==> config.mk <==
export PLATFORM = sky130hd
export DESIGN_NAME = asb_seq_top
export DESIGN_NICKNAME = d
export VERILOG_FILES = /design/src/rtl/asb_pkg.sv /design/src/rtl/asb_scan_pick.sv /design/src/rtl/asb_result_ram.sv /design/src/rtl/asb_seq_top.sv
export SDC_FILE = /design/constraint.sdc
export NUM_CORES = 1
export LEC_CHECK = 0
export CORE_AREA = 2 2 221 202
export CTS_BUF_LIST = sky130_fd_sc_hd__clkbuf_2 sky130_fd_sc_hd__clkbuf_4 sky130_fd_sc_hd__clkbuf_8
export DETAILED_ROUTE_END_ITERATION = 10
export DIE_AREA = 0 0 223 204
export DONT_BUFFER_PORTS = 1
export GPL_TIMING_DRIVEN = 0
export PLACE_DENSITY = 0.61
export SLEW_MARGIN = 10
export SYNTH_ARGS = -nofsm -noshare
export SYNTH_HDL_FRONTEND = slang
export SYNTH_HIERARCHICAL = 1
export SYNTH_SLANG_ARGS = --single-unit
==> constraint.sdc <==
create_clock -name mclk -period 4 [get_ports mclk]
set_clock_uncertainty 0.2 [all_clocks]
set_input_delay 0.8 -clock mclk [delete_from_list [all_inputs] [get_ports mclk]]
set_output_delay 0.8 -clock mclk [all_outputs]
set_load 0.02 [all_outputs]
==> src/rtl/asb_pkg.sv <==
// Shared constants and types for the converter sequencing and result buffer block.
// Assumes one clock domain and an Avalon-MM slave with 32-bit data, word addressed.
package asb_pkg;

    // Register word indices, byte address is four times the index
    localparam logic [3:0] ADDR_CONTROL_ONE   = 4'h0;
    localparam logic [3:0] ADDR_CONTROL_TWO   = 4'h1;
    localparam logic [3:0] ADDR_INPUT_SELECT  = 4'h2;
    localparam logic [3:0] ADDR_SCAN_LIST     = 4'h3;
    localparam logic [3:0] ADDR_STATUS        = 4'h4;
    localparam logic [3:0] ADDR_BUFFER_BASE   = 4'h8;

    // Control one fields
    localparam int CON1_SAMPLE_NOW_BIT   = 1;
    localparam int CON1_AUTO_SAMPLE_BIT  = 2;
    localparam int CON1_TRIGGER_LSB      = 5;
    localparam int CON1_ON_BIT           = 15;
    localparam logic [2:0] TRIG_INTERNAL = 3'h7;

    // Control two fields
    localparam int CON2_ALT_BIT          = 0;
    localparam int CON2_SPLIT_BIT        = 1;
    localparam int CON2_SPI_LSB          = 2;
    localparam int CON2_FILL_STATUS_BIT  = 7;
    localparam int CON2_SCAN_BIT         = 10;

    // Input select fields
    localparam int SEL_A_POS_LSB         = 16;
    localparam int SEL_A_NEG_BIT         = 23;
    localparam int SEL_B_POS_LSB         = 24;
    localparam int SEL_B_NEG_BIT         = 31;

    // Reset values
    localparam logic [31:0] RESET_WORD   = 32'h0000_0000;

    // Buffer shape
    localparam int BUF_WORDS             = 16;
    localparam logic [3:0] HALF_BASE_HI  = 4'h8;

    // Conversion timing
    localparam int CONV_TIME_NS          = 48;
    localparam int CLK_PERIOD_NS         = 4;
    localparam int CONV_CYCLES           = (CONV_TIME_NS + CLK_PERIOD_NS - 1) / CLK_PERIOD_NS;
    localparam int SAMPLE_TIME_NS        = 16;
    localparam int SAMPLE_CYCLES         = (SAMPLE_TIME_NS + CLK_PERIOD_NS - 1) / CLK_PERIOD_NS;

    typedef enum logic [1:0] {
        ST_IDLE   = 2'b00,
        ST_SAMPLE = 2'b01,
        ST_CONV   = 2'b10
    } asb_state_type;

    // Input choice handed to the analog front end
    typedef struct packed {
        logic [3:0] pos;
        logic       neg_is_input;
        logic       from_b;
    } asb_route_type;

    // One finished result heading for the buffer
    typedef struct packed {
        logic       valid;
        logic [3:0] slot;
        logic [9:0] data;
    } asb_write_type;

endpackage : asb_pkg

==> src/rtl/asb_scan_pick.sv <==
// Finds the next scan-list input at or after a start index, wrapping round.
// Pure combinational; an empty list yields input 0.
`timescale 1ns/1ps
module asb_scan_pick (
    input  wire logic [15:0] mask,
    input  wire logic [3:0]  start,
    output logic      [3:0]  pick
);
    always_comb begin
        logic [4:0] idx;
        pick = 4'h0;
        idx  = 5'd0;
        for (int k = 15; k >= 0; k--) begin
            idx = 5'(start) + 5'(k);
            if (mask[idx[3:0]]) begin
                pick = idx[3:0];
            end
        end
    end
endmodule : asb_scan_pick

==> src/rtl/asb_result_ram.sv <==
// Sixteen-word result store, one write port and one read port.
// Read data is registered; it appears one clock after the address.
`timescale 1ns/1ps
module asb_result_ram (
    input  wire logic                  mclk,
    input  wire asb_pkg::asb_write_type wr,
    input  wire logic [3:0]            rd_addr,
    output logic      [9:0]            rd_data
);
    logic [9:0] mem_q [asb_pkg::BUF_WORDS];

    always_ff @(posedge mclk) begin
        if (wr.valid) begin
            mem_q[wr.slot] <= wr.data;
        end
    end

    always_ff @(posedge mclk) begin
        rd_data <= mem_q[rd_addr];
    end
endmodule : asb_result_ram

==> src/rtl/asb_seq_top.sv <==
// Sequencing and result-buffer control for a 10-bit successive-approximation converter.
// Assumes the analog core converts one sample per conv_start pulse and returns conv_done with data.
// Function
// - Scan enable takes mux A positive input from scan list
// - Scan converts selected inputs ascending from 0 into consecutive slots
// - Interrupt after samples-per-interrupt field plus one samples
// - After interrupt restart sequence at first selection and region base
// - Split bit clear gives one 16-word buffer, set gives two halves
// - Split mode changes only write addresses, nothing else
// - Split mode starts at 0x0, then 0x8, alternating each interrupt
// - Read-only fill status bit toggles at each interrupt
// - Alternate bit set alternates mux A and mux B per sample
// - Alternate bit clear uses mux A only
// - Mux A positive from bits 19:16, negative choice bit 23
// - Mux B positive from bits 27:24, negative choice bit 31
// - Negative select 0 connects the negative reference
// - Sixteen-bit scan mask, one bit per analog input
// - Scan with alternation advances list only on mux A samples
// - Alternation, split, count four writes four results per half
// - Auto-sample clear: sample only when software sets sample bit
// - Mux B may select two inputs as a differential source
// - Internal trigger with auto-sample repeats without software
//
// The placing of the registers and the Avalon-MM slave port were decided locally.
`timescale 1ns/1ps
module asb_seq_top (
    input  wire logic        mclk,
    input  wire logic        rst,
    input  wire logic [3:0]  avs_address,
    input  wire logic        avs_read,
    input  wire logic        avs_write,
    input  wire logic [31:0] avs_writedata,
    input  wire logic [3:0]  avs_byteenable,
    output logic      [31:0] avs_readdata,
    output logic             avs_waitrequest,
    input  wire logic        conv_done,
    input  wire logic [9:0]  conv_data,
    input  wire logic        ext_trigger,
    output logic             sample_hold,
    output logic             conv_start,
    output asb_pkg::asb_route_type route,
    output logic             conversion_irq_flag
);

    logic [31:0] control_one_q;
    logic [31:0] control_two_q;
    logic [31:0] input_select_q;
    logic [15:0] scan_list_q;
    logic        buffer_fill_status_q;
    logic        irq_q;
    logic        irq_clear;
    asb_pkg::asb_state_type state_q;
    logic [7:0]  timer_q;
    logic [3:0]  count_q;
    logic [3:0]  ptr_q;
    logic        use_b_q;
    logic [3:0]  scan_idx_q;
    logic [3:0]  scan_pick;
    logic [1:0]  bus_phase_q;
    logic [9:0]  ram_rd;
    asb_pkg::asb_write_type wr;
    asb_pkg::asb_route_type route_d;
    logic        sample_done;
    logic        last_sample;

    wire logic       scan_enable          = control_two_q[asb_pkg::CON2_SCAN_BIT];
    wire logic       buffer_split_mode    = control_two_q[asb_pkg::CON2_SPLIT_BIT];
    wire logic       alternate_mux_select = control_two_q[asb_pkg::CON2_ALT_BIT];
    wire logic [3:0] samples_per_irq      = control_two_q[asb_pkg::CON2_SPI_LSB +: 4];
    wire logic       auto_sample          = control_one_q[asb_pkg::CON1_AUTO_SAMPLE_BIT];
    wire logic       sample_now           = control_one_q[asb_pkg::CON1_SAMPLE_NOW_BIT];
    wire logic [2:0] trigger_source       = control_one_q[asb_pkg::CON1_TRIGGER_LSB +: 3];
    wire logic       module_on            = control_one_q[asb_pkg::CON1_ON_BIT];
    wire logic [3:0] mux_a_positive_sel   = input_select_q[asb_pkg::SEL_A_POS_LSB +: 4];
    wire logic       mux_a_negative_sel   = input_select_q[asb_pkg::SEL_A_NEG_BIT];
    wire logic [3:0] mux_b_positive_sel   = input_select_q[asb_pkg::SEL_B_POS_LSB +: 4];
    wire logic       mux_b_negative_sel   = input_select_q[asb_pkg::SEL_B_NEG_BIT];

    // Base of the region now being filled
    function automatic logic [3:0] region_base(input logic split, input logic hi);
        return (split && hi) ? asb_pkg::HALF_BASE_HI : 4'h0;
    endfunction : region_base

    // Byte-lane merge for register writes
    function automatic logic [31:0] merge(input logic [31:0] old, input logic [31:0] nw, input logic [3:0] be);
        logic [31:0] r;
        r = old;
        for (int i = 0; i < 4; i++) begin
            if (be[i]) begin
                r[i*8 +: 8] = nw[i*8 +: 8];
            end
        end
        return r;
    endfunction : merge

    asb_scan_pick u_pick (
        .mask  (scan_list_q),
        .start (scan_idx_q),
        .pick  (scan_pick)
    );

    asb_result_ram u_ram (
        .mclk    (mclk),
        .wr      (wr),
        .rd_addr (avs_address - asb_pkg::ADDR_BUFFER_BASE),
        .rd_data (ram_rd)
    );

    // Waitrequest is a flop, so it idles high and every request waits at least one cycle
    // Reads wait a second cycle so the registered store output can reach readdata in time
    wire logic bus_wr      = avs_write && !avs_waitrequest;
    wire logic bus_rd_done = avs_read && avs_waitrequest && bus_phase_q == 2'd1;

    always_ff @(posedge mclk) begin
        if (rst) begin
            bus_phase_q     <= 2'd0;
            avs_waitrequest <= 1'b1;
        end else if (!avs_waitrequest) begin
            bus_phase_q     <= 2'd0;
            avs_waitrequest <= 1'b1;
        end else if (avs_write) begin
            avs_waitrequest <= 1'b0;
        end else if (avs_read) begin
            bus_phase_q     <= bus_phase_q + 2'd1;
            avs_waitrequest <= bus_phase_q != 2'd1;
        end
    end

    assign irq_clear = bus_wr && avs_address == asb_pkg::ADDR_STATUS && avs_byteenable[0] && avs_writedata[0];

    always_ff @(posedge mclk) begin
        if (rst) begin
            control_one_q  <= asb_pkg::RESET_WORD;
            control_two_q  <= asb_pkg::RESET_WORD;
            input_select_q <= asb_pkg::RESET_WORD;
            scan_list_q    <= 16'h0000;
        end else begin
            if (bus_wr && avs_address == asb_pkg::ADDR_CONTROL_ONE) begin
                control_one_q <= merge(control_one_q, avs_writedata, avs_byteenable);
            end else if (state_q == asb_pkg::ST_SAMPLE && sample_done) begin
                control_one_q[asb_pkg::CON1_SAMPLE_NOW_BIT] <= 1'b0;
            end
            if (bus_wr && avs_address == asb_pkg::ADDR_CONTROL_TWO) begin
                control_two_q <= merge(control_two_q, avs_writedata, avs_byteenable)
                                 & ~(32'h0000_0001 << asb_pkg::CON2_FILL_STATUS_BIT);
            end
            if (bus_wr && avs_address == asb_pkg::ADDR_INPUT_SELECT) begin
                input_select_q <= merge(input_select_q, avs_writedata, avs_byteenable);
            end
            if (bus_wr && avs_address == asb_pkg::ADDR_SCAN_LIST) begin
                scan_list_q <= 16'(merge({16'h0000, scan_list_q}, avs_writedata, avs_byteenable));
            end
        end
    end

    always_ff @(posedge mclk) begin
        if (rst) begin
            avs_readdata <= 32'h0000_0000;
        end else if (bus_rd_done) begin
            if (avs_address >= asb_pkg::ADDR_BUFFER_BASE) begin
                avs_readdata <= 32'(ram_rd);
            end else if (avs_address == asb_pkg::ADDR_CONTROL_ONE) begin
                avs_readdata <= control_one_q;
            end else if (avs_address == asb_pkg::ADDR_CONTROL_TWO) begin
                avs_readdata <= control_two_q | (32'(buffer_fill_status_q) << asb_pkg::CON2_FILL_STATUS_BIT);
            end else if (avs_address == asb_pkg::ADDR_INPUT_SELECT) begin
                avs_readdata <= input_select_q;
            end else if (avs_address == asb_pkg::ADDR_SCAN_LIST) begin
                avs_readdata <= 32'(scan_list_q);
            end else if (avs_address == asb_pkg::ADDR_STATUS) begin
                avs_readdata <= 32'({ptr_q, count_q, 2'(state_q), irq_q});
            end else begin
                avs_readdata <= 32'h0000_0000;
            end
        end
    end

    // Input routing for the next sample
    always_comb begin
        route_d = '0;
        if (alternate_mux_select && use_b_q) begin
            route_d.pos          = mux_b_positive_sel;
            route_d.neg_is_input = mux_b_negative_sel;
            route_d.from_b       = 1'b1;
        end else begin
            route_d.pos          = scan_enable ? scan_pick : mux_a_positive_sel;
            route_d.neg_is_input = mux_a_negative_sel;
        end
    end

    // Sample start: software bit, or automatic restart with internal or external trigger
    wire logic start_ok = module_on && (sample_now || auto_sample);
    wire logic end_sample = (trigger_source == asb_pkg::TRIG_INTERNAL) ? (timer_q == 8'(asb_pkg::SAMPLE_CYCLES))
                          : (auto_sample ? ext_trigger : !sample_now);
    assign sample_done = end_sample;
    assign last_sample = count_q == samples_per_irq;

    always_ff @(posedge mclk) begin
        if (rst) begin
            state_q     <= asb_pkg::ST_IDLE;
            timer_q     <= 8'h00;
            sample_hold <= 1'b0;
            conv_start  <= 1'b0;
            route       <= '0;
        end else begin
            conv_start <= 1'b0;
            case (state_q)
                asb_pkg::ST_IDLE: begin
                    timer_q <= 8'h00;
                    if (start_ok) begin
                        state_q     <= asb_pkg::ST_SAMPLE;
                        sample_hold <= 1'b1;
                        route       <= route_d;
                    end
                end
                asb_pkg::ST_SAMPLE: begin
                    timer_q <= timer_q + 8'h01;
                    if (end_sample) begin
                        state_q     <= asb_pkg::ST_CONV;
                        sample_hold <= 1'b0;
                        conv_start  <= 1'b1;
                    end
                end
                asb_pkg::ST_CONV: begin
                    // Core timing owned by the analog side; a stuck core stalls here
                    if (conv_done) begin
                        state_q <= asb_pkg::ST_IDLE;
                    end
                end
                default: begin
                    state_q <= asb_pkg::ST_IDLE;
                end
            endcase
        end
    end

    wire logic result_in = state_q == asb_pkg::ST_CONV && conv_done;

    always_comb begin
        wr.valid = result_in;
        wr.slot  = ptr_q;
        wr.data  = conv_data;
    end

    // Sequence position, pointer and interrupt count
    always_ff @(posedge mclk) begin
        if (rst) begin
            count_q              <= 4'h0;
            ptr_q                <= 4'h0;
            use_b_q              <= 1'b0;
            scan_idx_q           <= 4'h0;
            buffer_fill_status_q <= 1'b0;
        end else if (result_in) begin
            if (last_sample) begin
                count_q              <= 4'h0;
                use_b_q              <= 1'b0;
                scan_idx_q           <= 4'h0;
                buffer_fill_status_q <= ~buffer_fill_status_q;
                ptr_q                <= region_base(buffer_split_mode, ~buffer_fill_status_q);
            end else begin
                count_q <= count_q + 4'h1;
                ptr_q   <= ptr_q + 4'h1;
                use_b_q <= alternate_mux_select ? ~use_b_q : 1'b0;
                if (!(alternate_mux_select && use_b_q)) begin
                    scan_idx_q <= route.pos + 4'h1;
                end
            end
        end
    end

    // Set wins over a clear in the same cycle
    always_ff @(posedge mclk) begin
        if (rst) begin
            irq_q <= 1'b0;
        end else if (result_in && last_sample) begin
            irq_q <= 1'b1;
        end else if (irq_clear) begin
            irq_q <= 1'b0;
        end
    end

    always_ff @(posedge mclk) begin
        if (rst) begin
            conversion_irq_flag <= 1'b0;
        end else begin
            conversion_irq_flag <= (result_in && last_sample) || (irq_q && !irq_clear);
        end
    end
endmodule : asb_seq_top

* Word-level counts from Yosys, hierarchy flattened
Memories as Yosys holds them, arrays and structs flattened. A register that Yosys moved wholly into a read port is not among the register bits. Cells that the tools add are included. W data, S select, Z words.
Cells by class: add/subtract/negate cells 21, order comparisons 17, equal/unequal tests 16, multiplexer cells 84, bitwise operators 6, reduce and logical (&&, ||, !) cells 50
Operator list (count):
- $mux W32 | 4
- $mux W4 | 22
- $lt A4 B5 Y1 const B | 16
- $bmux W1 S4 | 16
- $reduce_and A2 Y1 | 19
- $add A4 B4 Y4 const B | 8
- $mux W1 | 32
- $or A32 B8 Y32 | 1
- $logic_and A1 B1 Y1 | 17
- $add A4 B1 Y4 const B | 4
- $add A4 B3 Y4 const B | 4
- $mux W16 | 1
- $pmux W8 S2 | 1
- $mux W11 | 1
- $ne A2 B2 Y1 const B | 5
- $add A4 B2 Y4 const B | 2
- $add A8 B1 Y8 const B | 1
- $eq A4 B2 Y1 const B | 2
- $eq A8 B3 Y1 const B | 1
- $mux W2 | 4
- $pmux W2 S3 | 1
- $reduce_and A3 Y1 | 2
- $reduce_bool A2 Y1 | 3
- $mux W5 | 1
- other kinds (17) | 26
Word-level totals: register bits 180, memory bits (writable) 160, input bits 56, output and inout bits 42, logic and storage cells 227, memories kept 1
Memories:
- u_ram.mem_q | depth 16, width 10, read ports 1, clocked after Yosys merged registers in 1, write ports 1, line asb_result_ram.sv:10 | logic [9:0] mem_q [asb_pkg::BUF_WORDS];

* Logic depth before layout (Yosys ltp)
word-level depth 21, depth in mapped cells 18, depth with buffers taken out 14

* Cells and area by module
Netlist, hierarchy kept.
Modules (own cells, without submodules):
- asb_seq_top | instances 1, cells each 822, area each 7876.3 um^2, seq. area each 3603.5 um^2
- asb_result_ram | instances 1, cells each 279, area each 6353.6 um^2, seq. area each 5004.8 um^2
- asb_scan_pick | instances 1, cells each 268, area each 2449.8 um^2, seq. area each 0.0 um^2

* Worst setup path before layout
Ideal clock, no wire load.
path kind flip-flop to flip-flop, start point reg scan_idx_q[1], end point reg route[3] (netlist bit), library setup time 132 ps, data arrival time 3516 ps, required time 3668 ps, slack 151 ps, stages on the path, launching flop included 18, path buffers 3, clock period less this slack 3849 ps, cell sequence dfxtp_1 > buf_6 > buf_2 > inv_1 > ha_1 > buf_6 > mux2_1 > mux4_2 > mux2i_4 > nand2_1 > a2111oi_2 > o31ai_1 > a22oi_1 > o22ai_1 > mux2i_1 > nand2_1 > o211ai_1 > a21oi_1
On the way: word-level cells in the longest chain between the ends 21, elaborated cells on any way between the ends 65, classes of those cells add/sub: 15; mux: 50
Ends and longest elaborated chain:
- from (decl) | line asb_seq_top.sv:57 | logic [3:0] scan_idx_q;
- from (signal assigned) | line asb_seq_top.sv:265 | scan_idx_q <= route.pos + 4'h1;
- $add A4 B4 Y4 | line asb_scan_pick.sv:14 | idx = 5'(start) + 5'(k);
- $bmux W1 S4 | line asb_scan_pick.sv:15 | if (mask[idx[3:0]]) begin
- $mux W1 (not written as such) | line asb_scan_pick.sv:15
- $mux W4 (15 in series) | line asb_scan_pick.sv:15
- $mux W4 (*) | line asb_scan_pick.sv:15
- net scan_pick[1] | line asb_seq_top.sv:58 | logic [3:0] scan_pick;
- $mux W4 (*) | line asb_seq_top.sv:186 | route_d.pos = scan_enable ? scan_pick : mux_a_positive_sel;
- $mux W5 (*) | line asb_seq_top.sv:181 | if (alternate_mux_select && use_b_q) begin
- to (signal assigned) | line asb_seq_top.sv:213 | route <= route_d;
- to (decl) | line asb_seq_top.sv:41 | output asb_pkg::asb_route_type route,
Mark *: on every way through the listed nets, which the timed path passes. The rest lies on a longest branch. The select of a mux whose other input is x is not followed. A chain may end at the register's enable or synchronous reset.

* Worst setup path in the final report
start point reg scan_idx_q[1], end point reg route[4] (netlist bit)
The elaborated chain is that of the path after synthesis.

==> impl_results.md <==
* Syn_nets at between 1000 and 1500
* CTS Buf Count at between 50 and 60
* Htree depth at 2
* Violated checks: setup timing
* Die area at between 0.04 and 0.05 mm2
* Critical R2R Capture: route[4]
* Setup_tns at -0.684 ns
* RSZ-0062 raised after global routing: yes
* First-pass GRT wire length at between 70000 and 80000 um
* Design Power at roughly 7200 uW
* Worst Hold Path EP: u_ram/mem_q[6][8]
* Ys Warns at 6
* Clock sinks at 350
* Share of layout cells above drive strength 1 at 0.215
* Fin Hold WS at 0.0721 ns
* Max Root-Sink Buffers at 3
* Largest net degree at the start of global routing at 17
* HPWL Detailed at between 30000 and 40000 um
* Clock Power Share at 0.434
* Number of synthesized flops with an enable pin at 160
* #FFs+latches synth at 350
* Synth unique cells at 90
* CP Class: flip-flop to flip-flop
* Fmax at 234 MHz
* Effective utilization at floorplan at 0.384
* Hold WC Path Type: input port to flip-flop
* Vias in the first global route at approximately 12000
* TritonRoute pass-1 iters at 6
* Die height at about 200 um
* Setup violators final at 4
* Primary FF master, synth: dfxtp_1
* Crit path DAT at around 4.5 ns
* Final setup margin at -0.271 ns
* Setup crit end kind: flip-flop
* CORE AREA at about 0.043 mm2
* Post-route DRC at 0
* Num ports at 98
* Flop pwr share at 0.528
* Port bufs at 0
* Area growth from synthesis to final layout at 14.4%
* Nets at 1527
* Logic pwr share at 0.038
* Final hold vios at 0
* Post-DRT Antenna Nets at 0
* Max-Cap Viols at 0
* Detailed Route WL at roughly 48000 um
* Pint at between 5000 and 6000 uW
* R2R setup slack at -0.27 ns
* Max transition margin at 0.326
* Antenna cell count at 0
* Tmin final at 4.27 ns
* Cell Pwr Density at 375 mW/mm2
* Vias per inst at slightly below 6
* Routed len/inst at around 23 um
* Tcrit/Tclk final at 1.07
* Lkg Pwr at between 0.007 and 0.008 uW
* Avg Cell Area, Syn at between 10 and 15 um2
* Max Slew Vio Count at 0
* Worst Min Path Start: conv_data[8]
* Reg2Reg Depth at 18
* P_sw at approximately 1600 uW
* Worst-path maximum fanout at 5
* Worst r2r src: scan_idx_q[1]
* Peak supply drop at just under 0.0004 V
* Status: finished with violations
* Register area at about 0.0086 mm2
* CTS root buf: clkbuf_8
* Initial antenna violation count at 1
* Total vias in the final route at 11898
* Die Wd at 223 um
* Routability cong. at 0.915
* Worst setup SP type: flip-flop
* Worst skew pair latency at approximately 0.63 ns
* Area of the multi-input gates at between 0.007 and 0.008 mm2
* Seq/Total Area, Yosys at 0.516
* Gr usage total at 0.209
* Remaining global-route overflow at 0
* Iter 0 DRT Violations at about 1100
* Cell Area, Synth at 0.0167 mm2
* FFs w/ async S/R, synth at 0
* WP data required at 4.26 ns
* WHS Path Cells at 0
* Number of fill cells in the layout at between 3000 and 4000
* Worst Tran Pin Value at between 1 and 1.5 ns
* Rows at 73
* Clock slew at reported path FFs at 0.06 ns
* Sw Share at 0.225
* Post-Synthesis Cells at ~1400
* CTS tree: built
* Fin util at 0.440
==> flip-flops by register name (all words and copies together), names as in the netlist, 2 cells and up <==
signal,count
u_ram/rd_data,10
control_two_q,31
bus_phase_q,2
ptr_q,4
scan_idx_q,4
scan_list_q,16
route,6
timer_q,8
avs_readdata,32
state_q,2
u_ram/mem_q,160
control_one_q,32
count_q,4
input_select_q,32
==> worst max path at each step <==
stage / slack [ns] / startpoint / cells past startpoint / end
2_1_floorplan: 0.15 / scan_idx_q[1] / 17 / route[3]
3_3_place_gp: -1.01 / scan_idx_q[1] / 17 / route[3]
3_5_place_dp: -1.02 / scan_idx_q[1] / 18 / route[3]
4_1_cts: -0.23 / scan_idx_q[1] / 18 / route[4]
5_1_grt: -0.35 / scan_idx_q[1] / 19 / route[3]
6_report: -0.27 / scan_idx_q[1] / 18 / route[4]
==> kinds of logic after synthesis <==
kind of cell	synth area share
and+or+nand+nor	0.109
DFF	0.516
AOI/OAI and AO/OA	0.105
muxes	0.212
buffers and inverters	0.0314
xor gates and xnor gates	0.0165
adders and majority gates	0.00975
==> layout by cell type (no fill, tap or decap), types with 22 or more instances in the layout <==
master	n
a21oi_1	75
a22oi_1	29
buf_4	31
clkbuf_1	38
clkbuf_8	61
dfxtp_1	187
edfxtp_1	160
mux2_2	22
mux2i_1	132
mux4_2	61
nand2_1	86
nor2_1	157
o21ai_0	50
==> power groups by stage <==
stage,clock [uW],sequential [uW],combinational [uW]
finish,3110,3780,272
global route,3330,3780,289
CTS,3170,3780,270
detailed placement,0,3850,268
global placement,0,3850,264
floorplan,0,3850,188
==> timing repair <==
action / CTS / global route
hold buffers: 0 / 0
gates cloned: 1 / 0
endpoints found under the setup margin: 4 / 4
buffers inserted: 20 / 8
endpoints found under the hold margin: 0 / 0
pin swaps: 14 / 18
resized for setup: 46 / 24
==> synthesized netlist by cell type (5+ instances only) <==
master | number | share of area
edfxtp_1 | 160 | 0.29
a22oi_1 | 30 | 0.014
nand3_1 | 13 | 0.0039
buf_6 | 8 | 0.0054
a21oi_1 | 78 | 0.023
mux2_2 | 23 | 0.016
o211ai_1 | 8 | 0.0036
mux4_1 | 14 | 0.022
nor2_1 | 157 | 0.035
o21ai_1 | 6 | 0.0018
o22ai_1 | 9 | 0.0034
a221oi_1 | 5 | 0.0026
buf_2 | 22 | 0.0066
or3_1 | 6 | 0.0023
ha_1 | 13 | 0.0098
nor3_1 | 15 | 0.0045
clkbuf_1 | 39 | 0.0088
mux4_2 | 61 | 0.082
xnor2_1 | 16 | 0.0084
a31oi_1 | 7 | 0.0026
inv_1 | 14 | 0.0032
nand3_4 | 8 | 0.0084
nand4_1 | 9 | 0.0034
and3_1 | 9 | 0.0034
nor2b_1 | 9 | 0.0034
buf_1 | 7 | 0.0016
o21ai_0 | 52 | 0.016
xor2_1 | 8 | 0.0042
a22o_1 | 5 | 0.0026
dfxtp_1 | 190 | 0.23
mux2_1 | 8 | 0.0054
mux2i_1 | 134 | 0.080
nand2_1 | 87 | 0.020
nand2b_1 | 11 | 0.0041
buf_4 | 5 | 0.0023
o221ai_1 | 19 | 0.010
a211oi_1 | 5 | 0.0023
o211a_1 | 6 | 0.0036
==> cell type report <==
| cell class | instances | area share |
|---|---|---|
| multi-input cells | 917 | 0.408 |
| flip-flops and latches | 350 | 0.452 |
| plain buffers | 83 | 0.0259 |
| clock inverters | 23 | 0.00912 |
| inverters | 18 | 0.00407 |
| well taps | 562 | 0.0369 |
| repair buffers | 32 | 0.0144 |
| clock buffers | 77 | 0.0503 |
==> layer usage <==
metal	routed length [um]	GRT usage	up-vias
met5	13	0	-
met4	1030	0.0568	2
met3	3290	0.0484	73
met2	22700	0.343	403
met1	20900	0.279	6010
li1	-	-	5410
==> per-stage QoR <==
stage	worst slack [ns]	area, um2	cells
after global routing	-0.346	19100	2062
final	-0.271	19100	2062
after floorplan	0.151	16700	1369
after global placement	-1.01	17400	1931
after CTS	-0.231	18900	2055
after detailed placement	-1.02	17400	1934
==> critical path: stages, from the launching register on <==
cell,delay (ns)
dfxtp_4,0.37
buf_8,0.10
buf_8,0.10
clkinvlp_4,0.13
ha_4,0.35
buf_8,0.14
mux2_4,0.30
mux4_2,0.55
mux2i_4,0.20
buf_6,0.13
a21oi_2,0.03
a31oi_2,0.18
a21oi_2,0.09
o41ai_2,0.35
a21oi_2,0.18
mux2i_1,0.30
nand2_1,0.09
o211ai_1,0.23
a21oi_1,0.12
Power figures use the tool's default switching activity.
